--- src/hw/ctp_pkg.sv ---
// Package: register map, field layout and state types of the clock trim block
package ctp_pkg;
  // Register indices; byte address is four times the index
  localparam logic [9:0] IDX_API_CTL = 10'h2f0;
  localparam logic [9:0] IDX_API_RATE_H = 10'h2f4;
  localparam logic [9:0] IDX_API_RATE_L = 10'h2f5;
  localparam logic [9:0] IDX_TEST_A = 10'h2f6;
  localparam logic [9:0] IDX_TEMP_TRIM = 10'h2f7;
  localparam logic [9:0] IDX_IRC_TRIM_H = 10'h2f8;
  localparam logic [9:0] IDX_IRC_TRIM_L = 10'h2f9;
  localparam logic [9:0] IDX_OSC_CTL = 10'h2fa;
  localparam logic [9:0] IDX_GUARD = 10'h2fb;
  localparam logic [9:0] IDX_TEST_B = 10'h2fc;
  localparam logic [9:0] IDX_OSC_CTL2 = 10'h2fd;
  localparam logic [9:0] IDX_STATUS = 10'h2fe;
  // Field positions
  localparam int API_SRC_BIT = 7;
  localparam int API_EN_BIT = 2;
  localparam int TEMP_OE_BIT = 7;
  localparam int TC_HI_BIT = 15;
  localparam int TC_LO_BIT = 11;
  localparam int FREQ_HI_BIT = 9;
  localparam int COARSE_LO_BIT = 6;
  localparam int OSC_EN_BIT = 7;
  localparam int OSC_LOSS_RESET_EN_BIT = 1;
  localparam int SWING_BIT = 0;
  localparam int ST_LOCK_BIT = 0;
  localparam int ST_OSC_BIT = 1;
  localparam int ST_PINS_BIT = 2;
  localparam int ST_GUARD_BIT = 3;
  // Writing this key opens the guard; anything else closes it
  localparam logic [7:0] GUARD_KEY = 8'h26;
  localparam logic [7:0] TEMP_TRIM_MASK = 8'h8f;
  localparam logic [15:0] IRC_TRIM_MASK = 16'hfbff;
  localparam logic [7:0] OSC2_MASK = 8'h03;
  localparam logic [7:0] API_CTL_MASK = 8'h84;
  // Reset values
  localparam logic [7:0] RST_BYTE = 8'h00;
  localparam logic [15:0] RST_WORD = 16'h0000;
  localparam logic GUARD_RST = 1'b0;
  // Periodic timer: ACLK periods count four times against the rate, bus clocks twice
  localparam int API_CNT_W = 19;
  localparam real ACLK_TRIM_KHZ = 20.0;
  localparam real API_MAX_MS = 13107.2;

  typedef enum logic [0:0] {ST_LOAD, ST_RUN} ctp_phase_t;

  typedef struct packed {
    logic [7:0] temp_trim;
    logic [15:0] irc_trim;
    logic [7:0] osc_ctl;
    logic [7:0] osc_ctl2;
    logic [7:0] test_a;
    logic [7:0] test_b;
    logic [7:0] api_ctl;
    logic [15:0] api_rate;
  } ctp_cfg_t;

  typedef struct packed {
    logic guard;
    logic lock;
    logic osc_stable;
    logic pins_reserved;
  } ctp_flags_t;

  typedef struct packed {
    ctp_phase_t phase;
    ctp_cfg_t cfg;
    ctp_flags_t flg;
    logic [API_CNT_W-1:0] api_cnt;
    logic api_pulse;
    logic ack;
    logic [31:0] rdata;
  } ctp_state_t;
endpackage

--- src/hw/ctp_regs.sv ---
// Clock trim, oscillator control and write-guard registers on Wishbone
`timescale 1ns/10ps
`default_nettype none
module ctp_regs
  import ctp_pkg::*;
(
  input wire logic SYS_CLK_I, // 40 MHz bus clock
  input wire logic RST_I, // Synchronous reset, active high
  input wire logic CYC_I, // Wishbone cycle
  input wire logic STB_I, // Wishbone strobe
  input wire logic WE_I, // Wishbone write enable
  input wire logic [11:0] ADR_I, // Wishbone byte address
  input wire logic [3:0] SEL_I, // Wishbone byte lanes
  input wire logic [31:0] DAT_I, // Wishbone write data
  output logic [31:0] DAT_O, // Wishbone read data
  output logic ACK_O, // Wishbone acknowledge
  input wire logic SPECIAL_MODE_I, // Device in special mode
  input wire logic PLL_SEL_I, // PLL drives the bus clock
  input wire logic LOCK_IN_TOL_I, // Lock detector within lock tolerance
  input wire logic LOCK_OUT_TOL_I, // Lock detector outside unlock tolerance
  input wire logic OSC_OK_I, // Oscillator qualified stable
  input wire logic OSC_LOST_I, // External oscillation lost
  input wire logic ACLK_TICK_I, // One pulse per RC clock period
  input wire logic FLASH_VALID_I, // Flash trim words valid
  input wire logic [7:0] FLASH_TEMP_I, // Flash temperature trim
  input wire logic [15:0] FLASH_IRC_I, // Flash reference trim pair
  output logic GUARD_O, // Clock configuration guard closed
  output logic CFG_WR_OK_O, // Outside guarded registers may be written
  output logic TEMP_OFS_EN_O, // Temperature offset enabled
  output logic [3:0] TEMP_OFS_O, // Temperature offset code
  output logic [3:0] COARSE_TRIM_O, // Coarse frequency trim
  output logic [5:0] FINE_TRIM_O, // Fine frequency trim
  output logic TC_COMP_EN_O, // Tempco compensation active
  output logic TC_POSITIVE_O, // Tempco variation positive
  output logic [3:0] TC_STEP_O, // Tempco variation magnitude
  output logic REF_EXT_O, // PLL reference from external oscillator
  output logic PINS_RESERVED_O, // Crystal pins held by oscillator
  output logic OSC_FULL_SWING_O, // Oscillator in full swing mode
  output logic OSC_LOSS_RST_O, // Oscillator clock monitor reset request
  output logic LOCK_O, // PLL lock flag
  output logic OSC_STABLE_O, // Oscillator stable flag
  output logic [7:0] TEST_A_O, // Factory test register A
  output logic [7:0] TEST_B_O, // Factory test register B
  output logic TIMEOUT_O, // Periodic time-out, one-cycle pulse
  output logic LOADED_O // Flash trims loaded
);

  ctp_state_t s;
  ctp_state_t next_s;
  logic req;
  logic wr;
  logic [9:0] idx;
  logic [7:0] wb;
  logic irc_ok;
  logic osc_ok;
  logic osc2_ok;
  logic flag_clr;
  logic api_tick;
  logic [API_CNT_W-1:0] api_last;

  // Bus clocks per time-out: 2*(rate+1); RC clocks per time-out: 4*(rate+1), RC counts twice
  function automatic logic [API_CNT_W-1:0] api_limit(
    input logic [15:0] rate,
    input logic bus_src
  );
    logic [API_CNT_W-1:0] n;
    n = {{(API_CNT_W-16){1'b0}}, rate} + {{(API_CNT_W-1){1'b0}}, 1'b1};
    api_limit = bus_src ? (n << 1) : (n << 2);
  endfunction

  function automatic logic hit(input logic [9:0] a, input logic [9:0] r);
    hit = (a == r);
  endfunction

  //////////////////////////////////////////////////////////////////////////
  // Bus decode and write qualification

  assign req = CYC_I & STB_I & ~s.ack;
  assign wr = req & WE_I & SEL_I[0];
  assign idx = ADR_I[11:2];
  assign wb = DAT_I[7:0];

  assign irc_ok = ~s.flg.guard;
  assign osc_ok = ~s.flg.guard & PLL_SEL_I;
  assign osc2_ok = osc_ok & ~s.cfg.osc_ctl[OSC_EN_BIT];

  assign flag_clr = wr & ((osc_ok & hit(idx, IDX_OSC_CTL))
    | (irc_ok & PLL_SEL_I
       & (hit(idx, IDX_IRC_TRIM_H) | hit(idx, IDX_IRC_TRIM_L))));

  assign api_tick = s.cfg.api_ctl[API_SRC_BIT] | ACLK_TICK_I;
  assign api_last = api_limit(s.cfg.api_rate, s.cfg.api_ctl[API_SRC_BIT])
    - {{(API_CNT_W-1){1'b0}}, 1'b1};

  //////////////////////////////////////////////////////////////////////////
  // Next state

  always_comb begin
    next_s = s;
    next_s.ack = req;
    next_s.api_pulse = 1'b0;

    if (s.phase == ST_LOAD && FLASH_VALID_I) begin
      next_s.cfg.temp_trim = FLASH_TEMP_I & TEMP_TRIM_MASK;
      next_s.cfg.irc_trim = FLASH_IRC_I & IRC_TRIM_MASK;
      next_s.phase = ST_RUN;
    end

    if (LOCK_IN_TOL_I) begin
      next_s.flg.lock = 1'b1;
    end else if (LOCK_OUT_TOL_I) begin
      next_s.flg.lock = 1'b0;
    end
    // Stable status cannot outlive lock
    if (OSC_OK_I && s.cfg.osc_ctl[OSC_EN_BIT] && next_s.flg.lock) begin
      next_s.flg.osc_stable = 1'b1;
    end else if (!next_s.flg.lock || !s.cfg.osc_ctl[OSC_EN_BIT]) begin
      next_s.flg.osc_stable = 1'b0;
    end
    // Write-triggered clear dominates a same-cycle detector set
    if (flag_clr) begin
      next_s.flg.lock = 1'b0;
      next_s.flg.osc_stable = 1'b0;
    end

    if (wr) begin
      unique case (idx)
        IDX_API_CTL: begin
          next_s.cfg.api_ctl = wb & API_CTL_MASK;
          // Source may only move while the timer is stopped
          if (s.cfg.api_ctl[API_EN_BIT] || wb[API_EN_BIT]) begin
            next_s.cfg.api_ctl[API_SRC_BIT] = s.cfg.api_ctl[API_SRC_BIT];
          end
        end
        IDX_API_RATE_H: begin
          if (!s.cfg.api_ctl[API_EN_BIT]) begin
            next_s.cfg.api_rate[15:8] = wb;
          end
        end
        IDX_API_RATE_L: begin
          if (!s.cfg.api_ctl[API_EN_BIT]) begin
            next_s.cfg.api_rate[7:0] = wb;
          end
        end
        IDX_TEST_A: begin
          if (SPECIAL_MODE_I) begin
            next_s.cfg.test_a = wb;
          end
        end
        IDX_TEST_B: begin
          if (SPECIAL_MODE_I) begin
            next_s.cfg.test_b = wb;
          end
        end
        IDX_TEMP_TRIM: begin
          next_s.cfg.temp_trim = wb & TEMP_TRIM_MASK;
        end
        IDX_IRC_TRIM_H: begin
          if (irc_ok) begin
            next_s.cfg.irc_trim[15:8] = wb & IRC_TRIM_MASK[15:8];
          end
        end
        IDX_IRC_TRIM_L: begin
          if (irc_ok) begin
            next_s.cfg.irc_trim[7:0] = wb;
          end
        end
        IDX_OSC_CTL: begin
          if (osc_ok) begin
            next_s.cfg.osc_ctl = wb;
            if (wb[OSC_EN_BIT]) begin
              next_s.flg.pins_reserved = 1'b1;
            end
          end
        end
        IDX_OSC_CTL2: begin
          if (osc2_ok) begin
            next_s.cfg.osc_ctl2 = wb & OSC2_MASK;
          end
        end
        IDX_GUARD: begin
          next_s.flg.guard = (wb != GUARD_KEY);
        end
        default: begin
        end
      endcase
    end

    if (!s.cfg.api_ctl[API_EN_BIT]) begin
      next_s.api_cnt = '0;
    end else if (api_tick) begin
      if (s.api_cnt >= api_last) begin
        next_s.api_cnt = '0;
        next_s.api_pulse = 1'b1;
      end else begin
        next_s.api_cnt = s.api_cnt + {{(API_CNT_W-1){1'b0}}, 1'b1};
      end
    end

    // Unmapped addresses answer zero without error
    next_s.rdata = '0;
    if (req && !WE_I) begin
      unique case (idx)
        IDX_API_CTL: next_s.rdata[7:0] = s.cfg.api_ctl;
        IDX_API_RATE_H: next_s.rdata[7:0] = s.cfg.api_rate[15:8];
        IDX_API_RATE_L: next_s.rdata[7:0] = s.cfg.api_rate[7:0];
        IDX_TEST_A: next_s.rdata[7:0] = s.cfg.test_a;
        IDX_TEST_B: next_s.rdata[7:0] = s.cfg.test_b;
        IDX_TEMP_TRIM: next_s.rdata[7:0] = s.cfg.temp_trim;
        IDX_IRC_TRIM_H: next_s.rdata[7:0] = s.cfg.irc_trim[15:8];
        IDX_IRC_TRIM_L: next_s.rdata[7:0] = s.cfg.irc_trim[7:0];
        IDX_OSC_CTL: next_s.rdata[7:0] = s.cfg.osc_ctl;
        IDX_OSC_CTL2: next_s.rdata[7:0] = s.cfg.osc_ctl2;
        IDX_GUARD: next_s.rdata[0] = s.flg.guard;
        IDX_STATUS: begin
          next_s.rdata[ST_LOCK_BIT] = s.flg.lock;
          next_s.rdata[ST_OSC_BIT] = s.flg.osc_stable;
          next_s.rdata[ST_PINS_BIT] = s.flg.pins_reserved;
          next_s.rdata[ST_GUARD_BIT] = s.flg.guard;
        end
        default: next_s.rdata = '0;
      endcase
    end
  end

  //////////////////////////////////////////////////////////////////////////
  // State register

  always_ff @(posedge SYS_CLK_I) begin
    if (RST_I) begin
      s.phase <= ST_LOAD;
      s.cfg.temp_trim <= RST_BYTE;
      s.cfg.irc_trim <= RST_WORD;
      s.cfg.osc_ctl <= RST_BYTE;
      s.cfg.osc_ctl2 <= RST_BYTE;
      s.cfg.test_a <= RST_BYTE;
      s.cfg.test_b <= RST_BYTE;
      s.cfg.api_ctl <= RST_BYTE;
      s.cfg.api_rate <= RST_WORD;
      s.flg.guard <= GUARD_RST;
      s.flg.lock <= 1'b0;
      s.flg.osc_stable <= 1'b0;
      s.flg.pins_reserved <= 1'b0;
      s.api_cnt <= '0;
      s.api_pulse <= 1'b0;
      s.ack <= 1'b0;
      s.rdata <= '0;
    end else begin
      s <= next_s;
    end
  end

  //////////////////////////////////////////////////////////////////////////
  // Outputs

  assign ACK_O = s.ack;
  assign DAT_O = s.rdata;
  assign GUARD_O = s.flg.guard;
  assign CFG_WR_OK_O = ~s.flg.guard;
  assign TEMP_OFS_EN_O = s.cfg.temp_trim[TEMP_OE_BIT];
  assign TEMP_OFS_O = s.cfg.temp_trim[TEMP_OE_BIT]
    ? s.cfg.temp_trim[3:0] : 4'h0;
  assign COARSE_TRIM_O = s.cfg.irc_trim[FREQ_HI_BIT:COARSE_LO_BIT];
  assign FINE_TRIM_O = s.cfg.irc_trim[COARSE_LO_BIT-1:0];
  assign TC_COMP_EN_O = |s.cfg.irc_trim[TC_HI_BIT-1:TC_LO_BIT];
  assign TC_POSITIVE_O = s.cfg.irc_trim[TC_HI_BIT];
  assign TC_STEP_O = s.cfg.irc_trim[TC_HI_BIT-1:TC_LO_BIT];
  assign REF_EXT_O = s.cfg.osc_ctl[OSC_EN_BIT];
  assign PINS_RESERVED_O = s.flg.pins_reserved;
  assign OSC_FULL_SWING_O = s.cfg.osc_ctl2[SWING_BIT];
  assign OSC_LOSS_RST_O = s.cfg.osc_ctl2[OSC_LOSS_RESET_EN_BIT]
    & s.cfg.osc_ctl[OSC_EN_BIT] & OSC_LOST_I;
  assign LOCK_O = s.flg.lock;
  assign OSC_STABLE_O = s.flg.osc_stable;
  assign TEST_A_O = s.cfg.test_a;
  assign TEST_B_O = s.cfg.test_b;
  assign TIMEOUT_O = s.api_pulse;
  assign LOADED_O = (s.phase == ST_RUN);

endmodule
`default_nettype wire

--- config.mk ---
export PLATFORM = sky130hd
export DESIGN_NAME = ctp_regs
export DESIGN_NICKNAME = d
export VERILOG_FILES = /design/src/hw/ctp_pkg.sv /design/src/hw/ctp_regs.sv
export SDC_FILE = /design/constraint.sdc
export NUM_CORES = 1
export LEC_CHECK = 0
export ABC_AREA = 1
export BUFFER_PORTS_ARGS = -buffer_cell sky130_fd_sc_hd__buf_2
export CAP_MARGIN = 20
export CELL_PAD_IN_SITES_DETAIL_PLACEMENT = 0
export CELL_PAD_IN_SITES_GLOBAL_PLACEMENT = 2
export CORE_MARGIN = 4
export CORE_UTILIZATION = 24
export CTS_CLUSTER_SIZE = 40
export DETAILED_ROUTE_END_ITERATION = 7
export GPL_ROUTABILITY_DRIVEN = 0
export HOLD_SLACK_MARGIN = 0.1
export PLACE_DENSITY_LB_ADDON = 0.2
export SLEW_MARGIN = 25
export SYNTH_ARGS = -nofsm -noshare
export SYNTH_HDL_FRONTEND = slang
export SYNTH_SLANG_ARGS = --single-unit
--- constraint.sdc ---
create_clock -name SYS_CLK_I -period 3.03 [get_ports SYS_CLK_I]
set_input_delay 0.4545 -clock SYS_CLK_I [delete_from_list [all_inputs] [get_ports SYS_CLK_I]]
set_output_delay 0.4545 -clock SYS_CLK_I [all_outputs]
set_load 0.02 [all_outputs]
==> results of run 1 <==
==> Yosys cell counts, types with 3 or more instances <==
master and number:
a211oi_1 15, a21oi_1 72, a22oi_1 4, buf_2 5
buf_4 69, clkbuf_1 11, clkinv_1 4, dfxtp_1 102
ha_1 20, inv_1 93, inv_2 10, mux2_2 16
nand2_1 196, nand2_2 5, nand3_1 80, nand4_1 24
nor2_1 107, nor2_2 10, nor2_4 14, nor3_1 18
o21ai_0 67, o221ai_1 3, o22ai_1 12, xnor2_1 4
xor2_1 14
==> how the worst max path moves through the flow <==
stage | to | slack (ns) | cells past startpoint
global placement | s[47]$_SDFFE_PP0N_ | -0.27 | 22
detailed placement | s[47]$_SDFFE_PP0N_ | -0.31 | 22
global route | s[38]$_SDFFE_PP0N_ | -0.26 | 23
floorplan | s[34]$_SDFFE_PP0N_ | 0.03 | 21
CTS | s[47]$_SDFFE_PP0N_ | -0.06 | 22
finish | s[42]$_SDFFE_PP0N_ | -0.06 | 24
==> stage by stage <==
| step | util (%) | setup slack (ns) |
|---|---|---|
| final | 32.6 | -0.0565 |
| after global routing | 32.6 | -0.258 |
| after global placement | 28.3 | -0.273 |
| after CTS | 30.7 | -0.0648 |
| after detailed placement | 28.3 | -0.307 |
| after floorplan | - | 0.0347 |
==> metal layers <==
metal  GRT usage, %  routed length [um]
met1           24.1               13000
met2           24.5               10800
met3           2.28                 934
met4           3.12                 280
met5              0                   0
==> repair_timing <==
action / 4_1_cts / 5_1_grt
resized for setup: 77 / 116
hold buffers: 0 / 0
buffers inserted: 3 / 4
setup endpoints to repair: 20 / 20
pin swaps: 9 / 35
cloned: 3 / 1
==> cells by family (layout without fill, tap and decap cells) <==
group | count (synthesis) | after routing | share of synthesized area, %
mux | 17 | 17 | 2.81
simple gates | 461 | 462 | 31.1
flops | 102 | 102 | 30.2
fa+ha+maj | 20 | 20 | 3.70
xor+xnor | 18 | 18 | 2.33
buf+inv | 194 | 315 | 14.7
compound gates | 184 | 184 | 15.1
other cells | 1 | 24 | 0.0555
==> state kept, by name, summed over array words and instances, names as in the netlist, 4 cells and up <==
register	flops
s	53
TEST_B_O	8
DAT_O	8
TEST_A_O	8
FINE_TRIM_O	6
TC_STEP_O	4
COARSE_TRIM_O	4
==> power by group through the flow <==
| stage | sequential (mW) | combinational [mW] | clock [mW] |
|---|---|---|---|
| 6_report | 1.38 | 0.275 | 1.31 |
| 5_1_grt | 1.38 | 0.300 | 1.39 |
| 4_1_cts | 1.38 | 0.277 | 1.34 |
| 3_5_place_dp | 1.41 | 0.275 | 0 |
| 3_3_place_gp | 1.41 | 0.276 | 0 |
| 2_1_floorplan | 1.41 | 0.198 | 0 |
==> worst max-delay path, stage by stage (launching register included) <==
cell and delay, ns:
dfxtp_4 0.38, ha_4 0.18, nand2_4 0.10, nor2_4 0.07
nand2_2 0.08, nand3_1 0.08, nand2_2 0.07, inv_1 0.05
buf_4 0.13, nor2_2 0.11, nand2_2 0.09, nor2_4 0.15
nand3_1 0.09, nand2_1 0.07, nand2_2 0.07, ha_4 0.27
nand4_1 0.13, nor3_2 0.13, buf_4 0.16, nand3_4 0.08
nand3_4 0.10, nand2_4 0.07, nand2_8 0.12, clkbuf_16 0.16
nor2_1 0.04
==> cell type report <==
class / instances / area (um2) / area share [%]
Clock buffer: 9 / 225 / 2.49
Clock inverter: 7 / 98.8 / 1.09
Inverter: 107 / 402 / 4.44
Multi-Input combinational cell: 725 / 4490 / 49.6
Sequential cell: 102 / 2070 / 22.8
Tap cell: 378 / 473 / 5.23
Timing Repair Buffer: 192 / 1290 / 14.3
==> summary.txt, run 1 <==
Routing
  – Vias/cell: around 4.5
  – Remaining antenna violation count: 0
  – Initial DRC Count: ~320
  – Per-cell routed wire length: about 17 um
  – WL final: 25,100 um
  – Via count: 6,777
  – Pre-antenna DRT Iters: 4
  – DRC viols: 0

Flow run
  – Max-cap violations: 0

STA
  – Worst slew pin tran: 0.832 ns
  – Fin. max-slew vios: 0
  – Hold_ws: between 0.3 and 0.4 ns
  – Max frequency: between 300 and 400 MHz
  – Final cycle utilization of the critical path: 102%
  – Final setup vio count: 19
  – Final min period: just over 3 ns
  – Slew margin rel.: 44.4%
  – Setup tns final: -0.565 ns
  – Unrepaired setup endpoints after global routing: yes
  – PnR worst setup slack: -0.0565 ns
  – Clk_skew: ~0.022 ns
  – Final-report hold violation count: 0

Hold path
  – Hold path start: OSC_OK_I
  – Worst hold path class: in -> reg
  – Cell count of the worst hold path: 3
  – Min-Delay Endpoint: OSC_STABLE_O$_SDFFE_PP0P_

Global route
  – Global Route Usage Sum: 16.0%
  – Initial antenna violation count: 0
  – Total grt overflow: 0
  – Vias in the first global route: 6,472
  – First-pass GRT wire length: roughly 38,000 um
  – Pin count of the biggest net entering global routing: 31

Critical path
  – Crit Path Max Fanout: 5
  – Reg2Reg Setup Slack: -0.06 ns
  – CP required: 3.29 ns
  – Worst r2r src: s[58]$_SDFFE_PP0P_
  – Critical path class: reg -> reg
  – Setup crit start: s[58]$_SDFFE_PP0P_
  – WP data arrival: between 3 and 4 ns
  – CP Capture Type: flip-flop
  – Worst R2R End: s[42]$_SDFFE_PP0N_
  – CP startpoint kind: flip-flop
  – Reg2reg path depth: 24

Final layout
  – Post-route cell area: between 0.009 and 0.01 mm2
  – Fin nets: roughly 1,200
  – Most frequent cells in the layout: nand2_1 (138), buf_2 (107), dfxtp_1 (91)
  – ANT cells: 0
  – Share of layout cells above drive strength 1: around 36%
  – Fillers: approximately 3,100
  – Commonest non-fill, non-tap cell in the layout: nand2_1
  – P&R area growth vs syn: 33.8%
  – Final cell count without fillers: ~1,500

Clock network
  – Worst-path clk slew: 0.09 ns
  – CTS tree: yes
  – Root Driver: clkbuf_16
  – Num Clock Sinks: around 100
  – Clock latency on the worst-skew pair: about 0.38 ns
  – Max H-tree Level: 3
  – Max clock buf depth: 2
  – CTS Buf Count: 9

Yosys
  – Yosys cell types: 42
  – YS warnings: 0
  – Cell area after synthesis: a little under 0.007 mm2
  – Post-synth EDFFs: 0
  – FF+latch count, synth: ~100
  – Yosys top cell area share: a little under a third
  – Dominant synthesized flop cell: dfxtp_1
  – Ys async rst share: 0%
  – Sequential share of the synthesized area: 30.2%
  – Synth top area cells: dfxtp_1 (30%), nand2_1 (11%), buf_4 (7.7%)
  – Cell taking the most area after synthesis: dfxtp_1
  – Cells after Synth: around 1,000
  – Mean Syn Cell Area: ~6.8 um2

Floorplan
  – Io pins: ~170
  – Core Box Area: 0.0278 mm2
  – Initial Utilization: between 20% and 30%
  – Die area: just over 0.03 mm2
  – Number of core rows: 61
  – Die Span Y: 176 um
  – Die X: between 150 and 200 um

Place
  – Post-DP HPWL: ~20,000 um
  – DP Area: just under 0.008 mm2
  – Placed cells: around 1,500
  – IO buf count: around 110

Status
  – Status: finished, violations left
  – Failing checks: setup timing

Pwr
  – Internal power: approximately 2.1 mW
  – Combinational Power Share: roughly a tenth
  – Clock Power Share: ~44%
  – P per Cell Area: between 300 and 400 mW/mm2
  – Sequential share of power: between 40% and 50%
  – Max VDD drop: around 0.28 mV
  – Pwr Total: between 2 and 3 mW
  – Switching Fraction: 30.4%
  – Leakage: 3.96 nW
  – Psw: roughly 900 uW
(Power assumes the default switching activity.)
==> run 2, diff against run 1 <==
==> constraint.sdc (replaced) <==
create_clock -name SYS_CLK_I -period 3.03 [get_ports SYS_CLK_I]
set_input_delay 0 -clock SYS_CLK_I [delete_from_list [all_inputs] [get_ports SYS_CLK_I]]
set_output_delay 0 -clock SYS_CLK_I [all_outputs]
set_load 0.02 [all_outputs]
==> run 2 against run 1 <==
Net effect: the flow still finishes with violations (setup timing); wire length up 1.7%; combinational power increased by 15%; critical path depth rose by 3; sequential share of layout area fell by 0.43 points; highest routed layer unchanged.
==> summary.txt, run 2 (same netlist as run 1, synthesis figures left out) <==
Status
  – Status: finished, violations left (unchanged)
  – Failing checks: setup timing (unchanged)

Routing
  – DRC viols: 0 (unchanged)
  – Via count: 6,956 (was 6,777)
  – Per-cell routed wire length: 16.4 um (was 16.5 um)
  – Pre-antenna DRT Iters: 4 (unchanged)
  – Vias/cell: 4.48 (was 4.46)
  – Initial DRC Count: 375 (was 319)
  – WL final: 25,500 um (was 25,100 um)
  – Remaining antenna violation count: 0 (unchanged)

Critical path
  – Setup crit start: s[57]$_SDFFE_PP0P_ (was s[58]$_SDFFE_PP0P_)
  – CP required: 3.28 ns (was 3.29 ns)
  – Worst r2r src: s[57]$_SDFFE_PP0P_ (was s[58]$_SDFFE_PP0P_)
  – CP Capture Type: flip-flop (unchanged)
  – WP data arrival: 3.31 ns (was 3.34 ns)
  – Critical path class: reg -> reg (unchanged)
  – CP startpoint kind: flip-flop (unchanged)
  – Critical Path End: TIMEOUT_O$_SDFF_PP0_ (was s[42]$_SDFFE_PP0N_)
  – Reg2Reg Setup Slack: -0.03 ns (was -0.06 ns)
  – Crit Path Max Fanout: 8 (was 5)
  – Worst R2R End: TIMEOUT_O$_SDFF_PP0_ (was s[42]$_SDFFE_PP0N_)
  – Reg2reg path depth: 27 (was 24)

Final layout
  – ANT cells: 0 (unchanged)
  – Largest register FFs: 53 (unchanged)
  – Fin nets: 1,276 (was 1,242)
  – Commonest non-fill, non-tap cell in the layout: nand2_1 (unchanged)
  – Share of layout cells above drive strength 1: 33.0% (was 36.3%)
  – Most frequent cells in the layout: nand2_1 (146), buf_2 (107), dfxtp_1 (90) (was nand2_1 (138), buf_2 (107), dfxtp_1 (91))
  – Layout Utilization: 33.2% (was 32.6%)
  – P&R area growth vs syn: 36.6% (was 33.8%)
  – Final cell count without fillers: 1,554 (was 1,520)
  – Most flop-heavy register: s (unchanged)

Pwr
  – Sequential share of power: 46.0% (was 46.5%)
  – P per Cell Area: 324 mW/mm2 (was 327 mW/mm2)
  – Psw: 847 uW (was 899 uW)
  – Clock Power Share: 43.5% (was 44.2%)
  – Pwr Total: 2.99 mW (was 2.96 mW)
  – Combinational Power Share: 10.5% (was 9.3%)
  – Switching Fraction: 28.3% (was 30.4%)
  – Max VDD drop: 0.310 mV (was 0.275 mV)
  – Leakage: 4.04 nW (was 3.96 nW)
  – Internal power: 2.15 mW (was 2.06 mW)

STA
  – Hold_ws: 0.112 ns (was 0.358 ns)
  – Final min period: 3.06 ns (was 3.09 ns)
  – Max frequency: 327 MHz (was 324 MHz)
  – Unrepaired setup endpoints after global routing: yes (unchanged)
  – Fin. max-slew vios: 0 (unchanged)
  – Clk_skew: 0.0144 ns (was 0.0222 ns)
  – Slew margin rel.: 40.7% (was 44.4%)
  – PnR worst setup slack: -0.0280 ns (was -0.0565 ns)
  – Final cycle utilization of the critical path: 101% (was 102%)
  – Setup tns final: -0.0291 ns (was -0.565 ns)
  – Final-report hold violation count: 0 (unchanged)
  – Final setup vio count: 2 (was 19)
  – Worst slew pin tran: 0.887 ns (was 0.832 ns)

Floorplan
  – Io pins: 165 (unchanged)
  – Number of core rows: 61 (unchanged)
  – Die Span Y: 176 um (unchanged)
  – Initial Utilization: 24.3% (unchanged)
  – Core Box Area: 0.0278 mm2 (unchanged)
  – Die area: 0.0309 mm2 (unchanged)
  – Die X: 176 um (unchanged)

Global route
  – Vias in the first global route: 6,802 (was 6,472)
  – Global Route Usage Sum: 16.5% (was 16.0%)
  – First-pass GRT wire length: 39,700 um (was 38,400 um)
  – GRT met2 Usage: 25.4% (was 24.5%)
  – Global routing usage on met1: 24.4% (was 24.1%)
  – Pin count of the biggest net entering global routing: 24 (was 31)
  – Met3 usage: 2.69% (was 2.28%)
  – GRT busiest layer: met2 (unchanged)
  – Total grt overflow: 0 (unchanged)
  – Initial antenna violation count: 0 (unchanged)

Clock network
  – Root Driver: clkbuf_16 (unchanged)
  – Max clock buf depth: 2 (unchanged)
  – Num Clock Sinks: 102 (unchanged)
  – Max H-tree Level: 3 (unchanged)
  – CTS Buf Count: 9 (unchanged)
  – Clock latency on the worst-skew pair: 0.36 ns (was 0.38 ns)
  – CTS tree: yes (unchanged)
  – Worst-path clk slew: 0.09 ns (about the same)

Place
  – Placed cells: 1,483 (was 1,493)
  – Post-DP HPWL: 19,800 um (was 19,500 um)
  – IO buf count: 107 (unchanged)

Flow run
  – Max-cap violations: 0 (unchanged)

Hold path
  – Worst hold path class: in -> reg (unchanged)
run 2: changes by cell type in the layout (fill, tap and decap cells not counted), sizes merged:
cell and delta:
buf -5, bufinv +1, clkbuf -1, clkinv -1
clkinvlp +1, dlygate4sd3 +40, inv -1
run 2: worst max-delay path: stages, from the launching register on:
cell and delay, ns:
dfxtp_4 0.37, buf_4 0.15, inv_4 0.05, nor2_4 0.04, buf_12 0.13, buf_6 0.11
nand2_4 0.06, nand3_4 0.07, nand2_4 0.09, nand2_4 0.06, nor2_4 0.11, nand2_2 0.08
buf_4 0.14, o21ai_0 0.16, nand2_1 0.07, inv_1 0.06, ha_1 0.21, nand2_1 0.09
nor2_2 0.05, a211oi_2 0.13, nand2_1 0.07, nand2_1 0.07, nand3_2 0.09, buf_4 0.14
buf_4 0.12, buf_4 0.12, nand3_1 0.07, inv_1 0.04
run 2: per-stage QoR:
| stage | setup WS, ns | instance area [um2] |
|---|---|---|
| floorplan | 0.0347 | 6850 |
| global placement | -0.215 | 7760 |
| detailed placement | -0.288 | 7760 |
| CTS | -0.0711 | 8840 |
| global route | -0.248 | 9230 |
| finish | -0.0280 | 9230 |
run 2: layout make-up:
type | count | area, um2
Fill cell | 3078 | 18500
Multi-Input combinational cell | 725 | 4350
Sequential cell | 102 | 2070
Timing Repair Buffer | 226 | 1610
Tap cell | 378 | 473
Inverter | 107 | 408
Clock buffer | 9 | 225
Clock inverter | 7 | 95.1
run 2: worst min path at each step:
stage / end / startpoint / cells after the start / slack, ns
CTS: GUARD_O$_SDFFE_PP0P_ / SEL_I[0] / 5 / 0.11
floorplan: OSC_LOSS_RST_O / OSC_LOST_I / 2 / 0.13
global route: GUARD_O$_SDFFE_PP0P_ / SEL_I[0] / 5 / 0.15
finish: GUARD_O$_SDFFE_PP0P_ / SEL_I[0] / 5 / 0.11
global placement: OSC_STABLE_O$_SDFFE_PP0P_ / OSC_OK_I / 3 / 0.27
detailed placement: OSC_STABLE_O$_SDFFE_PP0P_ / OSC_OK_I / 3 / 0.27
run 2: repair_timing:
action	CTS	global route
hold endpoints to repair	45	0
pin swaps	23	37
setup buffers	8	4
hold buffers	40	0
resized for setup	70	95
gates cloned	3	0
endpoints found under the setup margin	20	20
run 2: metal layers:
layer,wire length [um],vias to the layer above
li1,-,3587
met4,306,0
met3,1140,14
met2,11000,165
met5,0,-
met1,13100,3190
run 2: power by group through the flow:
stage	Combinational, mW	Clock, mW	Sequential (mW)
final	0.316	1.30	1.38
after global routing	0.346	1.37	1.38
after CTS	0.315	1.33	1.38
after detailed placement	0.275	0	1.41
after global placement	0.277	0	1.41
after floorplan	0.198	0	1.41
==> run 3, diff against run 2 <==
ABC_AREA = not set   (was 1)
CORE_UTILIZATION = 28   (was 24)
==> run 3 against run 2 <==
Net effect: the run still ends with setup timing left; critical path depth decreased by 9; clock skew increased by 0.0025 ns; via count decreased by 8.8%; worst setup slack got worse by 0.43 ns; sequential share of layout area increased by 1.1 points; die area decreased by 16%; first-iteration DRC count increased by 22%; clock-buffer cell count unchanged; non-clock buffer count increased by 42; wire length decreased by 15%; maximum frequency decreased by 12%; final cell count decreased by 16%; highest routed layer unchanged.
==> summary.txt, run 3 <==
STA
  – Max frequency: 287 MHz (was 327 MHz)
  – Clk_skew: 0.0169 ns (was 0.0144 ns)
  – Unrepaired setup endpoints after global routing: yes (unchanged)
  – Final min period: 3.49 ns (was 3.06 ns)
  – Final setup vio count: 20 (was 2)
  – Slew margin rel.: 41.9% (was 40.7%)
  – Hold_ws: 0.153 ns (was 0.112 ns)
  – Final cycle utilization of the critical path: 115% (was 101%)
  – Fin. max-slew vios: 0 (unchanged)
  – Worst slew pin tran: 0.869 ns (was 0.887 ns)
  – PnR worst setup slack: -0.460 ns (was -0.0280 ns)
  – Final-report hold violation count: 0 (unchanged)

Critical path
  – Worst path max stage delay: 0.37 ns (about the same)
  – Max stage delay cell, worst path: dfxtp_4 (unchanged)
  – CP Capture Type: flip-flop (unchanged)
  – Critical path class: reg -> reg (unchanged)
  – CP required: 3.33 ns (was 3.28 ns)
  – Worst-path cell chain: ha_4 > and4b_2 > a211o_1 > nand3_4 > nand4bb_4 > nor4_4 > buf_6 > nand3_2 > xor2_1 > ha_1 > a21o_1 > a21o_1 > a21oi_2 > o21ai_2 > a21oi_2 > buf_6 > o21bai_4 > nor2_1
  – CP startpoint kind: flip-flop (unchanged)
  – WP data arrival: 3.79 ns (was 3.31 ns)
  – CP top delay family: compound AO/OA/AOI/OAI gates (was buffers and inverters)
  – Crit Path Max Fanout: 7 (was 8)
  – Buf/Inv on CP: 2 (was 10)

Routing
  – DRC viols: 0 (unchanged)
  – WL final: 21,600 um (was 25,500 um)
  – Per-cell routed wire length: 16.6 um (was 16.4 um)
  – Remaining antenna violation count: 0 (unchanged)
  – Pre-antenna DRT Iters: 5 (was 4)
  – Vias/cell: 4.87 (was 4.48)
  – Initial DRC Count: 459 (was 375)
  – Via count: 6,347 (was 6,956)

Floorplan
  – Die area: 0.0261 mm2 (was 0.0309 mm2)
  – Core Box Area: 0.0229 mm2 (was 0.0278 mm2)
  – Initial Utilization: 28.8% (was 24.3%)
  – Die Span Y: 161 um (was 176 um)
  – Number of core rows: 55 (was 61)
  – Io pins: 165 (unchanged)
  – Die X: 161 um (was 176 um)

Final layout
  – Commonest non-fill, non-tap cell in the layout: buf_2 (was nand2_1)
  – Post-route cell area: 0.00873 mm2 (was 0.00923 mm2)
  – Share of layout cells above drive strength 1: 28.1% (was 33.0%)
  – P&R area growth vs syn: 32.5% (was 36.6%)
  – Fin nets: 1,090 (was 1,276)
  – Most flop-heavy register: s (unchanged)
  – ANT cells: 0 (unchanged)
  – Most frequent cells in the layout: buf_2 (107), nor2_1 (106), buf_4 (98) (was nand2_1 (146), buf_2 (107), dfxtp_1 (90))
  – Largest register FFs: 53 (unchanged)

Status
  – Failing checks: setup timing (unchanged)
  – Status: finished, violations left (unchanged)

Clock network
  – Max clock buf depth: 2 (unchanged)
  – Num Clock Sinks: 102 (unchanged)
  – CTS Buf Count: 9 (unchanged)
  – Clock latency on the worst-skew pair: 0.38 ns (was 0.36 ns)
  – Max H-tree Level: 3 (unchanged)
  – CTS tree: yes (unchanged)
  – Root Driver: clkbuf_16 (unchanged)
  – Worst-path clk slew: 0.08 ns (was 0.09 ns)

Pwr
  – Max VDD drop: 0.300 mV (was 0.310 mV)
  – Leakage: 3.72 nW (was 4.04 nW)
  – P per Cell Area: 331 mW/mm2 (was 324 mW/mm2)

Flow run
  – Max-cap violations: 0 (unchanged)

Yosys
  – Yosys top cell area share: 31.0% (was 30.2%)
  – Ys async rst share: 0% (unchanged)
  – Commonest cells in the netlist: nor2_1 (107), dfxtp_1 (102), buf_4 (63) (was nand2_1 (196), nor2_1 (107), dfxtp_1 (102))
  – Cells after Synth: 798 (was 997)
  – Most common cell in the synthesized netlist: nor2_1 (was nand2_1)
  – YS warnings: 0 (unchanged)
  – FF+latch count, synth: 102 (unchanged)
  – Mean Syn Cell Area: 8.26 um2 (was 6.78 um2)
  – Post-synth EDFFs: 0 (unchanged)
  – Cell area after synthesis: 0.00659 mm2 (was 0.00676 mm2)
  – Dominant synthesized flop cell: dfxtp_1 (unchanged)
  – Sequential share of the synthesized area: 31.0% (was 30.2%)
  – Yosys cell types: 81 (was 42)
  – Synth top area cells: dfxtp_1 (31%), mux2i_1 (7.6%), buf_4 (7.2%) (was dfxtp_1 (30%), nand2_1 (11%), buf_4 (7.7%))
  – Cell taking the most area after synthesis: dfxtp_1 (unchanged)

Place
  – DP Area: 0.00762 mm2 (was 0.00776 mm2)
  – IO buf count: 107 (unchanged)
  – Post-DP HPWL: 16,200 um (was 19,800 um)

Global route
  – Global Route Usage Sum: 16.7% (was 16.5%)
  – First-pass GRT wire length: 35,100 um (was 39,700 um)
  – Vias in the first global route: 6,453 (was 6,802)
  – Total grt overflow: 0 (unchanged)
  – Pin count of the biggest net entering global routing: 71 (was 24)
  – Initial antenna violation count: 0 (unchanged)

Hold path
  – Worst hold path class: in -> reg (unchanged)
==> run 3: changes by cell type after synthesis, sizes merged, moves of 19 or more <==
cell and delta:
nor2 -19, a21oi -27, clkbuf +21, inv -95, o21ai -49, nand3 -49
nand2 -143, mux2i +49
==> run 3: kinds of logic (layout without fill, tap and decap cells) <==
family                   after synthesis  after routing  share of synthesized area (%)
flip-flops                           102            102                           31.0
XOR/XNOR                              36             36                           4.90
adder cells (fa/ha/maj)               20             20                           3.80
buffers and inverters                126            292                           11.6
multiplexers                          52             52                           7.94
other                                  1             24                         0.0569
AO/OA/AOI/OAI                        169            172                           17.8
AND/OR/NAND/NOR                      292            292                           23.0
==> run 3: final timing paths <==
| path | slack, ns | cells past startpoint | start | endpoint |
|---|---|---|---|---|
| worst max-delay path | -0.46 | 18 | s[58]$_SDFFE_PP0P_ | s[51]$_SDFFE_PP0N_ |
| worst min-delay path | 0.15 | 4 | ADR_I[2] | DAT_O[3]$_SDFF_PP0_ |
| worst max register to register | -0.46 | 18 | s[58]$_SDFFE_PP0P_ | s[51]$_SDFFE_PP0N_ |
| worst min register to register | 0.50 | 1 | s[133]$_SDFF_PP0_ | s[133]$_SDFF_PP0_ |
==> run 3: timing repair <==
item,4_1_cts,5_1_grt
gates resized for setup,9,16
setup endpoints to repair,20,20
setup buffers,3,5
cloned,3,1
hold endpoints to repair,71,0
hold buffers,60,0
pin swaps,4,21
==> run 3: cell type report <==
class                   count  area (um2)
repair buffers            268        1910
clock inverters             7        86.3
multi-input cells         596        4030
well taps                 313         392
flip-flops and latches    102        2050
clock buffers               9         225
fillers                  2361       14200
inverters                   8        30.0
==> run 3: layer usage <==
layer	up-vias	global-route usage, %	wire length (um)
li1	3154	-	-
met3	19	2.99	805
met2	136	30.2	11200
met5	-	0	0
met1	3038	20.3	9320
met4	0	4.23	313
==> run 3: where the power goes <==
group	leakage, nW	switching (mW)	total (mW)	internal [mW]
sequential	0.828	0.0214	1.38	1.36
combinational	2.74	0.158	0.279	0.122
clock	0.150	0.638	1.23	0.592
total	3.72	0.817	2.89	2.07
==> run 3: metrics by stage <==
stage                     util (%)  setup slack (ns)  TNS (ns)  total power [mW]  std cells
final                         38.1            -0.460     -8.78              2.89       1303
after global routing          38.1            -0.675    -12.56              3.00       1303
after CTS                     37.6            -0.462     -8.79              2.92       1297
after detailed placement      33.3            -0.559    -10.51              1.63       1215
after global placement        33.3            -0.505     -9.64              1.63       1215
after floorplan                  -            -0.424     -6.84              1.57        821
==> run 3: worst reg2reg max path, stage by stage (launching register included) <==
cell and delay, ns:
dfxtp_4 0.37, ha_4 0.18, and4b_2 0.25, a211o_1 0.32, nand3_4 0.08, nand4bb_4 0.14
nor4_4 0.32, buf_6 0.17, nand3_2 0.07, xor2_1 0.16, ha_1 0.29, a21o_1 0.17
a21o_1 0.18, a21oi_2 0.14, o21ai_2 0.07, a21oi_2 0.11, buf_6 0.17, o21bai_4 0.11
nor2_1 0.13
